## src/verilog/adcsb_params.svh

```systemverilog
/*
 offsets, field positions, write masks and reset values of the
 scan and buffer control block.
 assumes word-aligned AHB-Lite access, byte offsets in 8 bits.
*/
`ifndef ADCSB_PARAMS_SVH
`define ADCSB_PARAMS_SVH
// ==========================================================
// register byte offsets
`define ADCSB_OFS_SCAN 8'h00
`define ADCSB_OFS_DMA 8'h04
`define ADCSB_OFS_MODE 8'h08
`define ADCSB_OFS_SCANLIST 8'h0C
`define ADCSB_OFS_PINFUNC 8'h10
`define ADCSB_OFS_STATUS 8'h14
`define ADCSB_OFS_MASK 8'h18
`define ADCSB_BUF_REGION 2'b01
// ==========================================================
// scan_and_buffer_control fields
`define ADCSB_SCAN_REF_HI 15
`define ADCSB_SCAN_REF_LO 13
`define ADCSB_SCAN_CSCN 10
`define ADCSB_SCAN_CHANNEL_COUNT_SELECT_HI 9
`define ADCSB_SCAN_CHANNEL_COUNT_SELECT_LO 8
`define ADCSB_SCAN_HALF 7
`define ADCSB_SCAN_SAMPLE_COUNT_PER_EVENT_HI 6
`define ADCSB_SCAN_SAMPLE_COUNT_PER_EVENT_LO 2
`define ADCSB_SCAN_SPLIT 1
`define ADCSB_SCAN_ALT 0
`define ADCSB_SCAN_WMASK 16'hE77F
// ==========================================================
// dma_buffer_control fields
`define ADCSB_DMA_EN 8
`define ADCSB_DMA_BL_HI 2
`define ADCSB_DMA_BL_LO 0
`define ADCSB_DMA_WMASK 16'h0107
// ==========================================================
// mode_control fields
`define ADCSB_MODE_ON 0
`define ADCSB_MODE_RES 1
`define ADCSB_MODE_CH0_HI 7
`define ADCSB_MODE_CH0_LO 4
`define ADCSB_MODE_WMASK 16'h00F3
// ==========================================================
// status bits and reset values
`define ADCSB_ST_CONV 0
`define ADCSB_ST_DMA 1
`define ADCSB_RST16 16'h0000
`define ADCSB_RST2 2'h0
`endif

```

## src/verilog/adcsb_pkg.sv

```systemverilog
/*
 types of the scan and buffer control block.
 assumes nothing beyond a SystemVerilog compiler.
*/
`default_nettype none
package adcsb_pkg;
  // ========================================================
  // converter result as presented by the analog core
  typedef struct packed {
    logic valid;
    logic [1:0] sh;
    logic [11:0] data;
  } adcsb_result_t;
  // ========================================================
  // sampling control towards the input multiplexer
  typedef struct packed {
    logic [3:0] sh_enable;
    logic [3:0] ch0_input;
    logic ch0_valid;
    logic alt_mux;
  } adcsb_sample_ctrl_t;
  // ========================================================
  // bus response state
  typedef enum logic [2:0] {
    ST_IDLE = 3'b001,
    ST_WAIT = 3'b010,
    ST_RESP = 3'b100
  } adcsb_state_t;
endpackage
`default_nettype wire

```

## src/verilog/adcsb_buffer_mem.sv

```systemverilog
/*
 sixteen-word result buffer, one write port, registered read.
 assumes one clock; read data appear one edge after the address.
*/
`timescale 1ns/100ps
`default_nettype none
module adcsb_buffer_mem #(
  parameter int WIDTH = 12,
  parameter int DEPTH = 16,
  parameter int AW = 4
) (
  // clock
  input wire logic sys_clk,
  // write port
  input wire logic we,
  input wire logic [AW-1:0] waddr,
  input wire logic [WIDTH-1:0] wdata,
  // read port
  input wire logic [AW-1:0] raddr,
  output logic [WIDTH-1:0] rdata
);
  // ========================================================
  // storage
  logic [WIDTH-1:0] mem [DEPTH];

  always_ff @(posedge sys_clk) begin
    if (we) begin
      mem[waddr] <= wdata;
    end
    rdata <= mem[raddr];
  end
endmodule
`default_nettype wire

```

## src/verilog/adcsb_ctrl.sv

```systemverilog
/*
 scan, sample-count and result buffer control of a SAR converter,
 with an AHB-Lite register slave and one level interrupt.
 assumes the analog core reports each conversion as a one-cycle
 valid in the sys_clk domain and the DMA engine takes dma_req.
*/
`timescale 1ns/100ps
`default_nettype none
`include "adcsb_params.svh"
module adcsb_ctrl (
  // clock and reset
  input wire logic sys_clk,
  input wire logic resetn,
  // AHB-Lite slave
  input wire logic hsel,
  input wire logic [31:0] haddr,
  input wire logic [1:0] htrans,
  input wire logic hwrite,
  input wire logic [2:0] hsize,
  input wire logic [31:0] hwdata,
  input wire logic hready,
  output logic hreadyout,
  output logic hresp,
  output logic [31:0] hrdata,
  // converter
  input wire adcsb_pkg::adcsb_result_t conv_result,
  output adcsb_pkg::adcsb_sample_ctrl_t sample_ctrl,
  // dma
  output logic dma_req,
  output logic [11:0] dma_data,
  output logic dma_advance,
  output logic [6:0] dma_word_index,
  // interrupt
  output logic irq
);
  // ========================================================
  // registers
  logic [15:0] scan_and_buffer_control;
  logic [15:0] dma_buffer_control;
  logic [15:0] mode_control;
  logic [15:0] scan_list;
  logic [15:0] pin_function;
  logic [1:0] status;
  logic [1:0] mask;
  logic buffer_half_status;
  logic [4:0] sample_cnt;
  logic [3:0] fill_ptr;
  logic [3:0] scan_pos;
  adcsb_pkg::adcsb_state_t state;
  logic wr_pend;
  logic [7:0] wr_addr;
  logic [7:0] rd_addr;
  logic [11:0] mem_rdata;
  // ========================================================
  // field decode
  wire enable = mode_control[`ADCSB_MODE_ON];
  wire resolution_select = mode_control[`ADCSB_MODE_RES];
  wire [3:0] ch0_manual =
    mode_control[`ADCSB_MODE_CH0_HI:`ADCSB_MODE_CH0_LO];
  wire input_scan_select = scan_and_buffer_control[`ADCSB_SCAN_CSCN];
  wire split_buffer_mode = scan_and_buffer_control[`ADCSB_SCAN_SPLIT];
  wire [4:0] sample_count_per_event =
    scan_and_buffer_control[`ADCSB_SCAN_SAMPLE_COUNT_PER_EVENT_HI:`ADCSB_SCAN_SAMPLE_COUNT_PER_EVENT_LO];
  wire [1:0] channel_count_select_raw =
    scan_and_buffer_control[`ADCSB_SCAN_CHANNEL_COUNT_SELECT_HI:`ADCSB_SCAN_CHANNEL_COUNT_SELECT_LO];
  // hidden and read as zero in high resolution
  wire [1:0] channel_count_select = resolution_select ? 2'h0 : channel_count_select_raw;
  wire dma_result_routing_enable = dma_buffer_control[`ADCSB_DMA_EN];
  wire [2:0] dma_words_per_input =
    dma_buffer_control[`ADCSB_DMA_BL_HI:`ADCSB_DMA_BL_LO];
  // ========================================================
  // sample-and-hold selection
  wire [3:0] sh_enable = resolution_select ? 4'h1 :
    channel_count_select[1] ? 4'hF :
    channel_count_select[0] ? 4'h3 : 4'h1;
  // ========================================================
  // input selection, pins in analog-function use excluded
  wire [15:0] eff_list = scan_list & ~pin_function;
  function automatic logic [3:0] next_input(input logic [3:0] cur,
                                            input logic [15:0] list);
    logic [3:0] idx;
    logic found;
    next_input = cur;
    found = 1'b0;
    for (int i = 1; i <= 16; i++) begin
      idx = cur + 4'(i);
      if (!found && list[idx]) begin
        next_input = idx;
        found = 1'b1;
      end
    end
  endfunction
  wire [3:0] ch0_sel = input_scan_select ? scan_pos : ch0_manual;
  wire ch0_ok = input_scan_select ? |eff_list :
    !pin_function[ch0_manual];
  // ========================================================
  // conversion accounting
  wire accept = enable && conv_result.valid;
  // top bit ignored without DMA full field with
  wire [4:0] n_limit = dma_result_routing_enable ?
    sample_count_per_event : {1'b0, sample_count_per_event[3:0]};
  wire last = accept && (sample_cnt == n_limit);
  wire conv_event = last && !dma_result_routing_enable;
  wire dma_event = last && dma_result_routing_enable;
  wire [3:0] fill_addr = split_buffer_mode ?
    {buffer_half_status, fill_ptr[2:0]} : fill_ptr;
  // word zero for DMA, else the fill pointer
  wire [3:0] mem_waddr = dma_result_routing_enable ? 4'h0 : fill_addr;
  wire [7:0] dma_words = 8'h01 << dma_words_per_input;
  wire dma_wrap = ({1'b0, dma_word_index} + 8'h01) == dma_words;
  wire scan_step = accept && input_scan_select &&
    (conv_result.sh == 2'h0);
  // ========================================================
  // bus decode
  wire take = hsel && htrans[1] && hready;
  wire do_wr = wr_pend;
  wire wr_scan = do_wr && wr_addr == `ADCSB_OFS_SCAN;
  wire wr_dma = do_wr && wr_addr == `ADCSB_OFS_DMA;
  wire wr_mode = do_wr && wr_addr == `ADCSB_OFS_MODE;
  wire wr_list = do_wr && wr_addr == `ADCSB_OFS_SCANLIST;
  wire wr_pin = do_wr && wr_addr == `ADCSB_OFS_PINFUNC;
  wire wr_stat = do_wr && wr_addr == `ADCSB_OFS_STATUS;
  wire wr_mask = do_wr && wr_addr == `ADCSB_OFS_MASK;
  wire [15:0] wd = hwdata[15:0];
  // half bit reads only in split mode
  wire [15:0] scan_rd = {scan_and_buffer_control[15:10],
    channel_count_select, split_buffer_mode && buffer_half_status,
    scan_and_buffer_control[6:0]};
  wire [15:0] reg_rd =
    rd_addr == `ADCSB_OFS_SCAN ? scan_rd :
    rd_addr == `ADCSB_OFS_DMA ? dma_buffer_control :
    rd_addr == `ADCSB_OFS_MODE ? mode_control :
    rd_addr == `ADCSB_OFS_SCANLIST ? scan_list :
    rd_addr == `ADCSB_OFS_PINFUNC ? pin_function :
    rd_addr == `ADCSB_OFS_STATUS ? {14'h0000, status} :
    rd_addr == `ADCSB_OFS_MASK ? {14'h0000, mask} :
    rd_addr[7:6] == `ADCSB_BUF_REGION ? {4'h0, mem_rdata} : 16'h0000;
  wire [1:0] st_set = {dma_event, conv_event};
  wire [1:0] st_clr = wr_stat ? wd[1:0] : 2'h0;
  // ========================================================
  // result buffer
  adcsb_buffer_mem #(.WIDTH(12), .DEPTH(16), .AW(4)) u_mem (
    .sys_clk(sys_clk),
    .we(accept),
    .waddr(mem_waddr),
    .wdata(conv_result.data),
    .raddr(haddr[5:2]),
    .rdata(mem_rdata)
  );
  // ========================================================
  // bus state
  always_ff @(posedge sys_clk or negedge resetn) begin
    if (!resetn) begin
      state <= adcsb_pkg::ST_IDLE;
      wr_pend <= 1'b0;
      wr_addr <= 8'h00;
      rd_addr <= 8'h00;
      hrdata <= 32'h0000_0000;
    end else begin
      wr_pend <= take && hwrite;
      if (take) begin
        wr_addr <= haddr[7:0];
        rd_addr <= haddr[7:0];
      end
      case (state)
        adcsb_pkg::ST_IDLE,
        adcsb_pkg::ST_RESP: begin
          state <= (take && !hwrite) ? adcsb_pkg::ST_WAIT :
            adcsb_pkg::ST_IDLE;
        end
        adcsb_pkg::ST_WAIT: begin
          hrdata <= {16'h0000, reg_rd};
          state <= adcsb_pkg::ST_RESP;
        end
        default: state <= adcsb_pkg::ST_IDLE;
      endcase
    end
  end
  assign hreadyout = state != adcsb_pkg::ST_WAIT;
  assign hresp = 1'b0;
  // ========================================================
  // software registers
  always_ff @(posedge sys_clk or negedge resetn) begin
    if (!resetn) begin
      scan_and_buffer_control <= `ADCSB_RST16;
      dma_buffer_control <= `ADCSB_RST16;
      mode_control <= `ADCSB_RST16;
      scan_list <= `ADCSB_RST16;
      pin_function <= `ADCSB_RST16;
      mask <= `ADCSB_RST2;
      status <= `ADCSB_RST2;
    end else begin
      // reference field kept for readback only
      if (wr_scan) scan_and_buffer_control <= wd & `ADCSB_SCAN_WMASK;
      if (wr_dma) dma_buffer_control <= wd & `ADCSB_DMA_WMASK;
      if (wr_mode) mode_control <= wd & `ADCSB_MODE_WMASK;
      if (wr_list) scan_list <= wd;
      if (wr_pin) pin_function <= wd;
      if (wr_mask) mask <= wd[1:0];
      status <= (status & ~st_clr) | st_set;
    end
  end
  assign irq = |(status & mask);
  // ========================================================
  // conversion counters
  always_ff @(posedge sys_clk or negedge resetn) begin
    if (!resetn) begin
      sample_cnt <= 5'h00;
      fill_ptr <= 4'h0;
      buffer_half_status <= 1'b0;
      scan_pos <= 4'h0;
      dma_word_index <= 7'h00;
    end else if (!enable) begin
      sample_cnt <= 5'h00;
      fill_ptr <= 4'h0;
      buffer_half_status <= 1'b0;
      dma_word_index <= 7'h00;
    end else if (accept) begin
      sample_cnt <= last ? 5'h00 : sample_cnt + 5'h01;
      fill_ptr <= last ? 4'h0 : fill_ptr + 4'h1;
      if (conv_event && split_buffer_mode)
        buffer_half_status <= !buffer_half_status;
      if (dma_event)
        dma_word_index <= dma_wrap ? 7'h00 :
          dma_word_index + 7'h01;
      if (scan_step) scan_pos <= next_input(scan_pos, eff_list);
    end
  end
  // ========================================================
  // dma strobes and sampling outputs
  always_ff @(posedge sys_clk or negedge resetn) begin
    if (!resetn) begin
      dma_req <= 1'b0;
      dma_data <= 12'h000;
      dma_advance <= 1'b0;
      sample_ctrl <= '0;
    end else begin
      dma_req <= accept && dma_result_routing_enable;
      if (accept) dma_data <= conv_result.data;
      dma_advance <= dma_event;
      sample_ctrl.sh_enable <= enable ? sh_enable : 4'h0;
      sample_ctrl.ch0_input <= ch0_sel;
      sample_ctrl.ch0_valid <= enable && ch0_ok;
      sample_ctrl.alt_mux <=
        scan_and_buffer_control[`ADCSB_SCAN_ALT];
    end
  end
  // ========================================================
  // checks
  property p_single_sh;
    @(posedge sys_clk) disable iff (!resetn)
    resolution_select |=> sample_ctrl.sh_enable[3:1] == 3'h0;
  endproperty
  a_single_sh: assert property (p_single_sh)
    else $error("extra sample-and-hold in high resolution");
  property p_pin_blocked;
    @(posedge sys_clk) disable iff (!resetn)
    (!input_scan_select && pin_function[ch0_manual])
      |=> !sample_ctrl.ch0_valid;
  endproperty
  a_pin_blocked: assert property (p_pin_blocked)
    else $error("analog-function pin offered for conversion");
  property p_scan_hold;
    @(posedge sys_clk) disable iff (!resetn)
    !input_scan_select |=> sample_ctrl.ch0_input == $past(ch0_manual);
  endproperty
  a_scan_hold: assert property (p_scan_hold)
    else $error("channel zero input moved without scanning");
  property p_channel_count_select_four;
    @(posedge sys_clk) disable iff (!resetn)
    (enable && !resolution_select && channel_count_select_raw[1])
      |=> sample_ctrl.sh_enable == 4'hF;
  endproperty
  a_channel_count_select_four: assert property (p_channel_count_select_four)
    else $error("channel count 1x did not enable four");
  property p_channel_count_select_hidden;
    @(posedge sys_clk) disable iff (!resetn)
    resolution_select |-> scan_rd[9:8] == 2'h0;
  endproperty
  a_channel_count_select_hidden: assert property (p_channel_count_select_hidden)
    else $error("channel count visible in high resolution");
  property p_half_read;
    @(posedge sys_clk) disable iff (!resetn)
    !split_buffer_mode |-> !scan_rd[7];
  endproperty
  a_half_read: assert property (p_half_read)
    else $error("half bit set outside split mode");
  property p_irq_count;
    @(posedge sys_clk) disable iff (!resetn)
    (conv_event && mask[0]) |=> irq && status[0];
  endproperty
  a_irq_count: assert property (p_irq_count)
    else $error("conversion event did not raise interrupt");
  property p_dma_adv;
    @(posedge sys_clk) disable iff (!resetn)
    (accept && dma_result_routing_enable && sample_cnt == n_limit)
      |=> dma_advance ##1 (dma_advance == $past(dma_event));
  endproperty
  a_dma_adv: assert property (p_dma_adv)
    else $error("dma advance not a single pulse");
  property p_dma_word0;
    @(posedge sys_clk) disable iff (!resetn)
    (accept && dma_result_routing_enable) |-> mem_waddr == 4'h0
      ##1 dma_req;
  endproperty
  a_dma_word0: assert property (p_dma_word0)
    else $error("dma result not in word zero");
  property p_half_toggle;
    @(posedge sys_clk) disable iff (!resetn)
    (conv_event && split_buffer_mode)
      |=> buffer_half_status != $past(buffer_half_status);
  endproperty
  a_half_toggle: assert property (p_half_toggle)
    else $error("buffer half did not toggle");
  c_irq: cover property (@(posedge sys_clk) disable iff (!resetn)
    conv_event ##1 irq);
  c_wrap: cover property (@(posedge sys_clk) disable iff (!resetn)
    dma_event && dma_wrap);
  c_read: cover property (@(posedge sys_clk) disable iff (!resetn)
    state == adcsb_pkg::ST_WAIT ##1 hreadyout);
endmodule
`default_nettype wire

```

## config.mk

```make
export PLATFORM = sky130hd
export DESIGN_NAME = adcsb_ctrl
export DESIGN_NICKNAME = d
export VERILOG_FILES = /design/src/verilog/adcsb_pkg.sv /design/src/verilog/adcsb_buffer_mem.sv /design/src/verilog/adcsb_ctrl.sv
export VERILOG_INCLUDE_DIRS = /design/src /design/src/verilog
export SDC_FILE = /design/constraint.sdc
export NUM_CORES = 1
export LEC_CHECK = 0
export ABC_AREA = 1
export BUFFER_PORTS_ARGS = -buffer_cell sky130_fd_sc_hd__buf_2
export CORE_ASPECT_RATIO = 0.6
export CORE_MARGIN = 5
export CORE_UTILIZATION = 45
export CTS_CLUSTER_DIAMETER = 30
export DETAILED_ROUTE_END_ITERATION = 6
export HOLD_SLACK_MARGIN = 0.15
export SYNTH_ARGS = -nofsm -noshare
export SYNTH_HDL_FRONTEND = slang
export SYNTH_SLANG_ARGS = --single-unit
```

## constraint.sdc

```tcl
create_clock -name sys_clk -period 4.2 [get_ports sys_clk]
set_input_delay 0.21 -clock sys_clk [delete_from_list [all_inputs] [get_ports sys_clk]]
set_output_delay 0.21 -clock sys_clk [all_outputs]
set_load 0.1 [all_outputs]
```

* Yosys cells after proc, flatten, opt, wreduce, memory -nomap -nowiden
Memory sizes are Yosys's and may differ from the RTL's. A register that Yosys moved wholly into a read port is not among the register bits.
Cells that the tools add are included.
W data, S select, Z words.
** Operators by class
- Muxes and demuxes :: 145
- Add/sub/neg operators :: 19
- Magnitude comparators :: 17
- Bitwise operators :: 7
- Reductions and logical operators :: 64
- Eq/ne operators :: 16
- Shift operators :: 1
** Operators with widths (number)
- $mux W4 :: 24
- $lt A4 B5 Y1 const B :: 17
- $mux W1 :: 83
- $mux W16 :: 5
- $bmux W1 S4 :: 17
- $logic_and A1 B1 Y1 :: 36
- $mux W12 :: 3
- $add A4 B4 Y4 const B :: 8
- $mux W7 :: 4
- $eq A8 B5 Y1 const B :: 3
- $mux W5 :: 4
- $logic_not A1 Y1 :: 19
- $add A4 B3 Y4 const B :: 4
- $and A16 B16 Y16 :: 1
- $eq A8 B4 Y1 const B :: 2
- $not A16 Y16 :: 1
- $reduce_or A16 Y1 :: 1
- $reduce_bool A15 Y1 :: 1
- $add A4 B1 Y4 const B :: 2
- $add A4 B2 Y4 const B :: 2
- $add A7 B1 Y8 const B :: 1
- $eq A8 B3 Y1 const B :: 1
- $eq A8 B8 Y1 :: 1
- $logic_not A8 Y1 :: 1
- 20 further kinds :: 28
** Storage, ports and cells
- Input port bits :: 89
- Bits in registers :: 132
- Memories kept :: 1
- RAM bits :: 192
- Word-level logic and storage cells :: 293
** Memory list
- u_mem.mem :: depth 16, bits a word 12, rd ports 1, clocked after Yosys merged registers in 1, wr ports 1, line adcsb_buffer_mem.sv:24 : logic [WIDTH-1:0] mem [DEPTH];

* Longest topological paths before layout
- Depth after elaboration :: 96
- Mapped depth :: 30

* Modules after synthesis
A second synthesis with hierarchy kept.
** Second synthesis, totals
- Cells, all modules :: 1869
- Area total of the unflattened synthesis :: 16333.2 um^2
** Modules (own cells, without submodules)
- adcsb_buffer_mem :: area an instance 8562.0 um^2, cells an instance 813, instances 1
- adcsb_ctrl :: area an instance 7771.2 um^2, cells an instance 1056, instances 1

* Worst setup path before layout
Ideal clock, no wire load.
- Path type :: flip-flop to flip-flop
- Start point :: register scan_pos[0]
- End point :: register scan_pos[1]
- Setup time :: 0.123 ns
- Stages on the path, launching flop included :: 24
- Path buffers :: 2
- Slack :: 1.054 ns
- Data arrival time :: 3.023 ns
- Cell sequence :: dfrtp_1 > inv_2 > buf_2 > ha_1 > clkbuf_1 > nand3_1 > nand3_1 > nand3_1 > nand2_2 > nand2_1 > nor2_4 > nand2_2 > nor2_4 > nand3_4 > nor2_4 > nand4_4 > nor2_8 > nand3_4 > nor2_1 > inv_1 > nand3_1 > nor2_1 > nand2_1 > nand2_1
** Between the ends
- Cells in the longest elaborated chain, start to end :: 95
- Elaborated cells on any way between the ends :: 155
** RTL lines
- start, declared :: line adcsb_ctrl.sv:48 : logic [3:0] scan_pos;
- start signal, assigned :: line adcsb_ctrl.sv:226 : if (scan_step) scan_pos <= next_input(scan_pos, eff_list);
- $add A4 B1 Y4 :: line adcsb_ctrl.sv:86 : idx = cur + 4'(i);
- $bmux W1 S4 :: line adcsb_ctrl.sv:87 : if (!found && list[idx]) begin
- $mux W1 (not written as such) :: line adcsb_ctrl.sv:87
- $mux W1 :: line adcsb_ctrl.sv:87
- $mux W1 :: line adcsb_ctrl.sv:226
- $mux W1 :: line adcsb_ctrl.sv:218 : end else if (accept) begin
- $mux W1 :: line adcsb_ctrl.sv:213 : end else if (!enable) begin
- $logic_not A1 Y1 :: line adcsb_ctrl.sv:87
- [79 not listed]
- $mux W1 :: line adcsb_ctrl.sv:87
- $mux W1 :: line adcsb_ctrl.sv:226
- $mux W1 :: line adcsb_ctrl.sv:218
- $mux W1 :: line adcsb_ctrl.sv:213
- $logic_not A1 Y1 :: line adcsb_ctrl.sv:87
- $logic_and A1 B1 Y1 :: line adcsb_ctrl.sv:87
- $not A1 Y1 (no source line)
- $reduce_and A5 Y1 (no source line)
Several ways; a longest one is shown, not always the timed one. The select of a mux whose other input is x is not followed.
A chain may end at the register's enable or synchronous reset.

* Worst setup path after layout
- Start point :: register scan_pos[1]
- End point :: register scan_pos[2]
Same word-level chain as after synthesis.

==> flow_summary.json <==
{
  "status": "finished, final reports clean",
  "cts_buffer_depth": 3,
  "ys_async_sr_fraction": 0.391,
  "hold_violations": 0,
  "yosysWarningCount": 0,
  "clkLatencyLatePin_ns": 0.57,
  "maxCapViolCount": 0,
  "p_per_area_nw_per_um2": 648,
  "finClkSkew_ns": 0.0167,
  "worst_pin_slew_ns": 1.10,
  "seq_area_um2": 9290,
  "synth_compound_area_frac": 0.120,
  "syn_avg_cell_area_um2": 9.91,
  "worstPathCellList": "inv_2 -> ha_1 -> xnor2_2 -> inv_2 -> nand3_1 -> o21ai_1 -> nand2_1 -> nand2_1 -> nor2_4 -> nand2_2 -> nor2_4 -> nand3_4 -> nor2_4 -> nand4_4 -> nor2_8 -> nand3_2 -> o21ai_0 -> inv_1 -> nand2_1 -> nand2_1 -> nand2_1 -> nand2_1",
  "r2r_start": "scan_pos[1]",
  "cts_made_buffers": 50,
  "clkPwrFrac": 0.356,
  "peakVddDrop_v": 0.000325,
  "synthTopCellsByArea": "edfxtp_1 37%, dfrtp_1 21%, nand2_1 7.0%",
  "yosys.cell_types.count": 56,
  "min-delay-start": "htrans[1]",
  "grt_usage": 0.229,
  "endpoint_kind": "flop",
  "port-buffer-count": 93,
  "switching_share": 0.386,
  "tritoncts": "yes",
  "htree_levels": 2,
  "grt-ovfl-total": 0,
  "synthSimpleGateAreaFrac": 0.176,
  "holdBufCountCts": 38,
  "clk_pin_slew_worst_paths_ns": 0.06,
  "synth_cells": 1575,
  "seq_area_frac_synth": 0.595,
  "power_switching_w": 0.00469,
  "io_pins": 155,
  "min_path_type": "in2reg",
  "die_w_um": 250,
  "synthFlopType": "edfxtp_1",
  "cp_common_cell": "nand2_1",
  "gp_congestion": 0.955,
  "root_buffer": "clkbuf_16",
  "grt_pass1_vias": 11303,
  "report.final.slew_viol_count": 0,
  "setup_viol": 0,
  "total_leakage_power_nw": 8.15,
  "postCtsSetupBuffers": 0,
  "slew_headroom": 0.268,
  "cp.arrival_ns": 4.17,
  "routedWlPerCell_um": 20.3,
  "tns_ns": 0,
  "ant_nets": 0,
  "fill_cells": 3004,
  "period_share": 0.883,
  "crit_type": "reg2reg",
  "synthTopCellsByCount": "293 x nand2_1, 192 x edfxtp_1, 176 x o21ai_0",
  "viasPerCell": 5.55,
  "multi_input_comb_area_um2": 5500,
  "drive_gt1_frac": 0.146,
  "dieArea_um2": 38600,
  "rsz0062_at_grt": "no",
  "antenna_cells": 0,
  "critPathLaunchType": "flop",
  "crit_slowest_cell": "xnor2_2",
  "area_growth_pct": 20.0,
  "post_cts_resized": 0,
  "antenna_found_initial": 0,
  "power_frac_comb": 0.329,
  "grt_pass1_wl_mm": 69.1,
  "max_freq_ghz": 0.270,
  "fp.dieH_um": 154,
  "coreArea_um2": 34000,
  "cp_max_fo": 13,
  "cp_slowest_stage_delay_ns": 0.50,
  "layout_min_cycle_time_ns": 3.71,
  "synth_top_family_by_area": "simple AND/OR/NAND/NOR gates",
  "power.internal_w": 0.00744,
  "drt_wl_total_mm": 45.1,
  "pwr-share-seq": 0.315,
  "startpoint": "scan_pos[1]",
  "yosysTopAreaCell": "edfxtp_1",
  "drc": 0,
  "rows": 52,
  "synth_seq_cells": 335,
  "clkSinkCount": 335,
  "dr.pass1.iters": 7,
  "grt_max_degree": 107,
  "synth_fa_ha_area_frac": 0.00802,
  "critPathRequiredTime_ns": 4.66,
  "synth_edf_count": 192,
  "hpwl_mm": 31.3,
  "yosysTopAreaCellShare": 0.369,
  "synthMostInstantiatedCell": "nand2_1",
  "synthMuxAreaShare": 0.0253,
  "drtIter0Drc": 1426,
  "power.total_w": 0.0121,
  "syn_area_um2": 15600,
  "num_vias": 12359,
  "initial_core_util": 0.460,
  "synth-xor-area-share": 0.0184,
  "layout.nets": 1825
}
[power by group through the flow]
stage          Combinational, W  Sequential [W]  Clock (W)
2_1_floorplan           0.00256         0.00420          0
3_3_place_gp            0.00386         0.00388          0
3_5_place_dp            0.00387         0.00388          0
4_1_cts                 0.00391         0.00382    0.00439
5_1_grt                 0.00437         0.00384    0.00457
6_report                0.00399         0.00382    0.00431
[area by class of cell]
cell class,count,area share
multi-input combinational,1042,0.293
tap,459,0.0307
clock inverter,35,0.0220
inverter,131,0.0262
timing repair buffer,166,0.0596
clock buffer,59,0.0725
sequential,335,0.496
[through the flow]
stage,instances,hold slack [ns],util,worst slack [ns],instance area [µm²]
2_1_floorplan,1591,-0.0856,-,1.05,15700
3_3_place_gp,2095,0.397,0.488,0.549,16600
3_5_place_dp,2095,0.403,0.488,0.574,16600
4_1_cts,2227,0.246,0.552,0.560,18700
5_1_grt,2227,0.286,0.552,0.178,18700
6_report,2227,0.262,0.552,0.490,18700
[cell usage in the layout (no fill, tap or decap), types with 6 or more instances in the layout]
master / synthesis / final
a21oi_1: 35 / 35
a221oi_1: 7 / 7
a31oi_1: 6 / 6
buf_2: 4 / 91
buf_4: 21 / 36
clkbuf_16: 0 / 52
conb_1: 1 / 17
dfrtp_1: 130 / 130
dfxtp_1: 12 / 12
dlygate4sd3_1: 0 / 38
edfxtp_1: 192 / 192
ha_1: 10 / 10
inv_1: 117 / 117
inv_2: 10 / 11
inv_6: 0 / 9
mux2i_1: 36 / 36
nand2_1: 293 / 293
nand3_1: 140 / 140
nand4_1: 15 / 15
nor2_1: 152 / 152
nor3_1: 12 / 12
o211ai_1: 12 / 12
o21ai_0: 176 / 176
o221ai_1: 36 / 36
o22ai_1: 7 / 7
o32ai_1: 9 / 9
xor2_1: 19 / 19
[flip-flops by register name, indices dropped and copies added (netlist names), 5 cells and up]
signal and count:
sample_ctrl 9, scan_and_buffer_control 13, dma_data 12, u_mem.rdata 12, hrdata 16, pin_function 16, dma_word_index 7, rd_addr 8
u_mem.mem 192, sample_cnt 5, scan_list 16, mode_control 6
[logic make-up after synthesis]
family	Yosys count
AO/OA/AOI/OAI	313
XOR/XNOR	28
adder cells (fa/ha/maj)	10
buffers and inverters	214
flip-flops	335
multiplexers	39
other	1
AND/OR/NAND/NOR	635
[worst paths after layout]
check,endpoint,slack [ns],cells past startpoint
setup reg to reg,scan_pos[2],0.49,22
setup / recovery,scan_pos[2],0.49,22
min in group asynchronous,rd_addr[0],0.33,2
hold reg to reg,sample_ctrl[0],0.43,0
max in group asynchronous,state[0],2.91,3
hold / removal,do_wr,0.26,3
[worst max-delay path: cells and delay by family, from the launching register on]
family | cells | cell delay (ns)
flops | 1 | 0.45
xor+xnor | 1 | 0.50
fa+ha+maj | 1 | 0.25
compound gates | 2 | 0.26
simple gates | 15 | 1.69
buf+inv | 3 | 0.42
[routing by layer]
layer / GRT usage / up-vias / share of wire
met2: 0.298 / 612 / 0.39
met1: 0.386 / 5906 / 0.50
li1: - / 5770 / -
met4: 0.0478 / 0 / 0.016
met3: 0.0487 / 71 / 0.10
met5: 0 / - / 0
(Power assumes the default switching activity.)
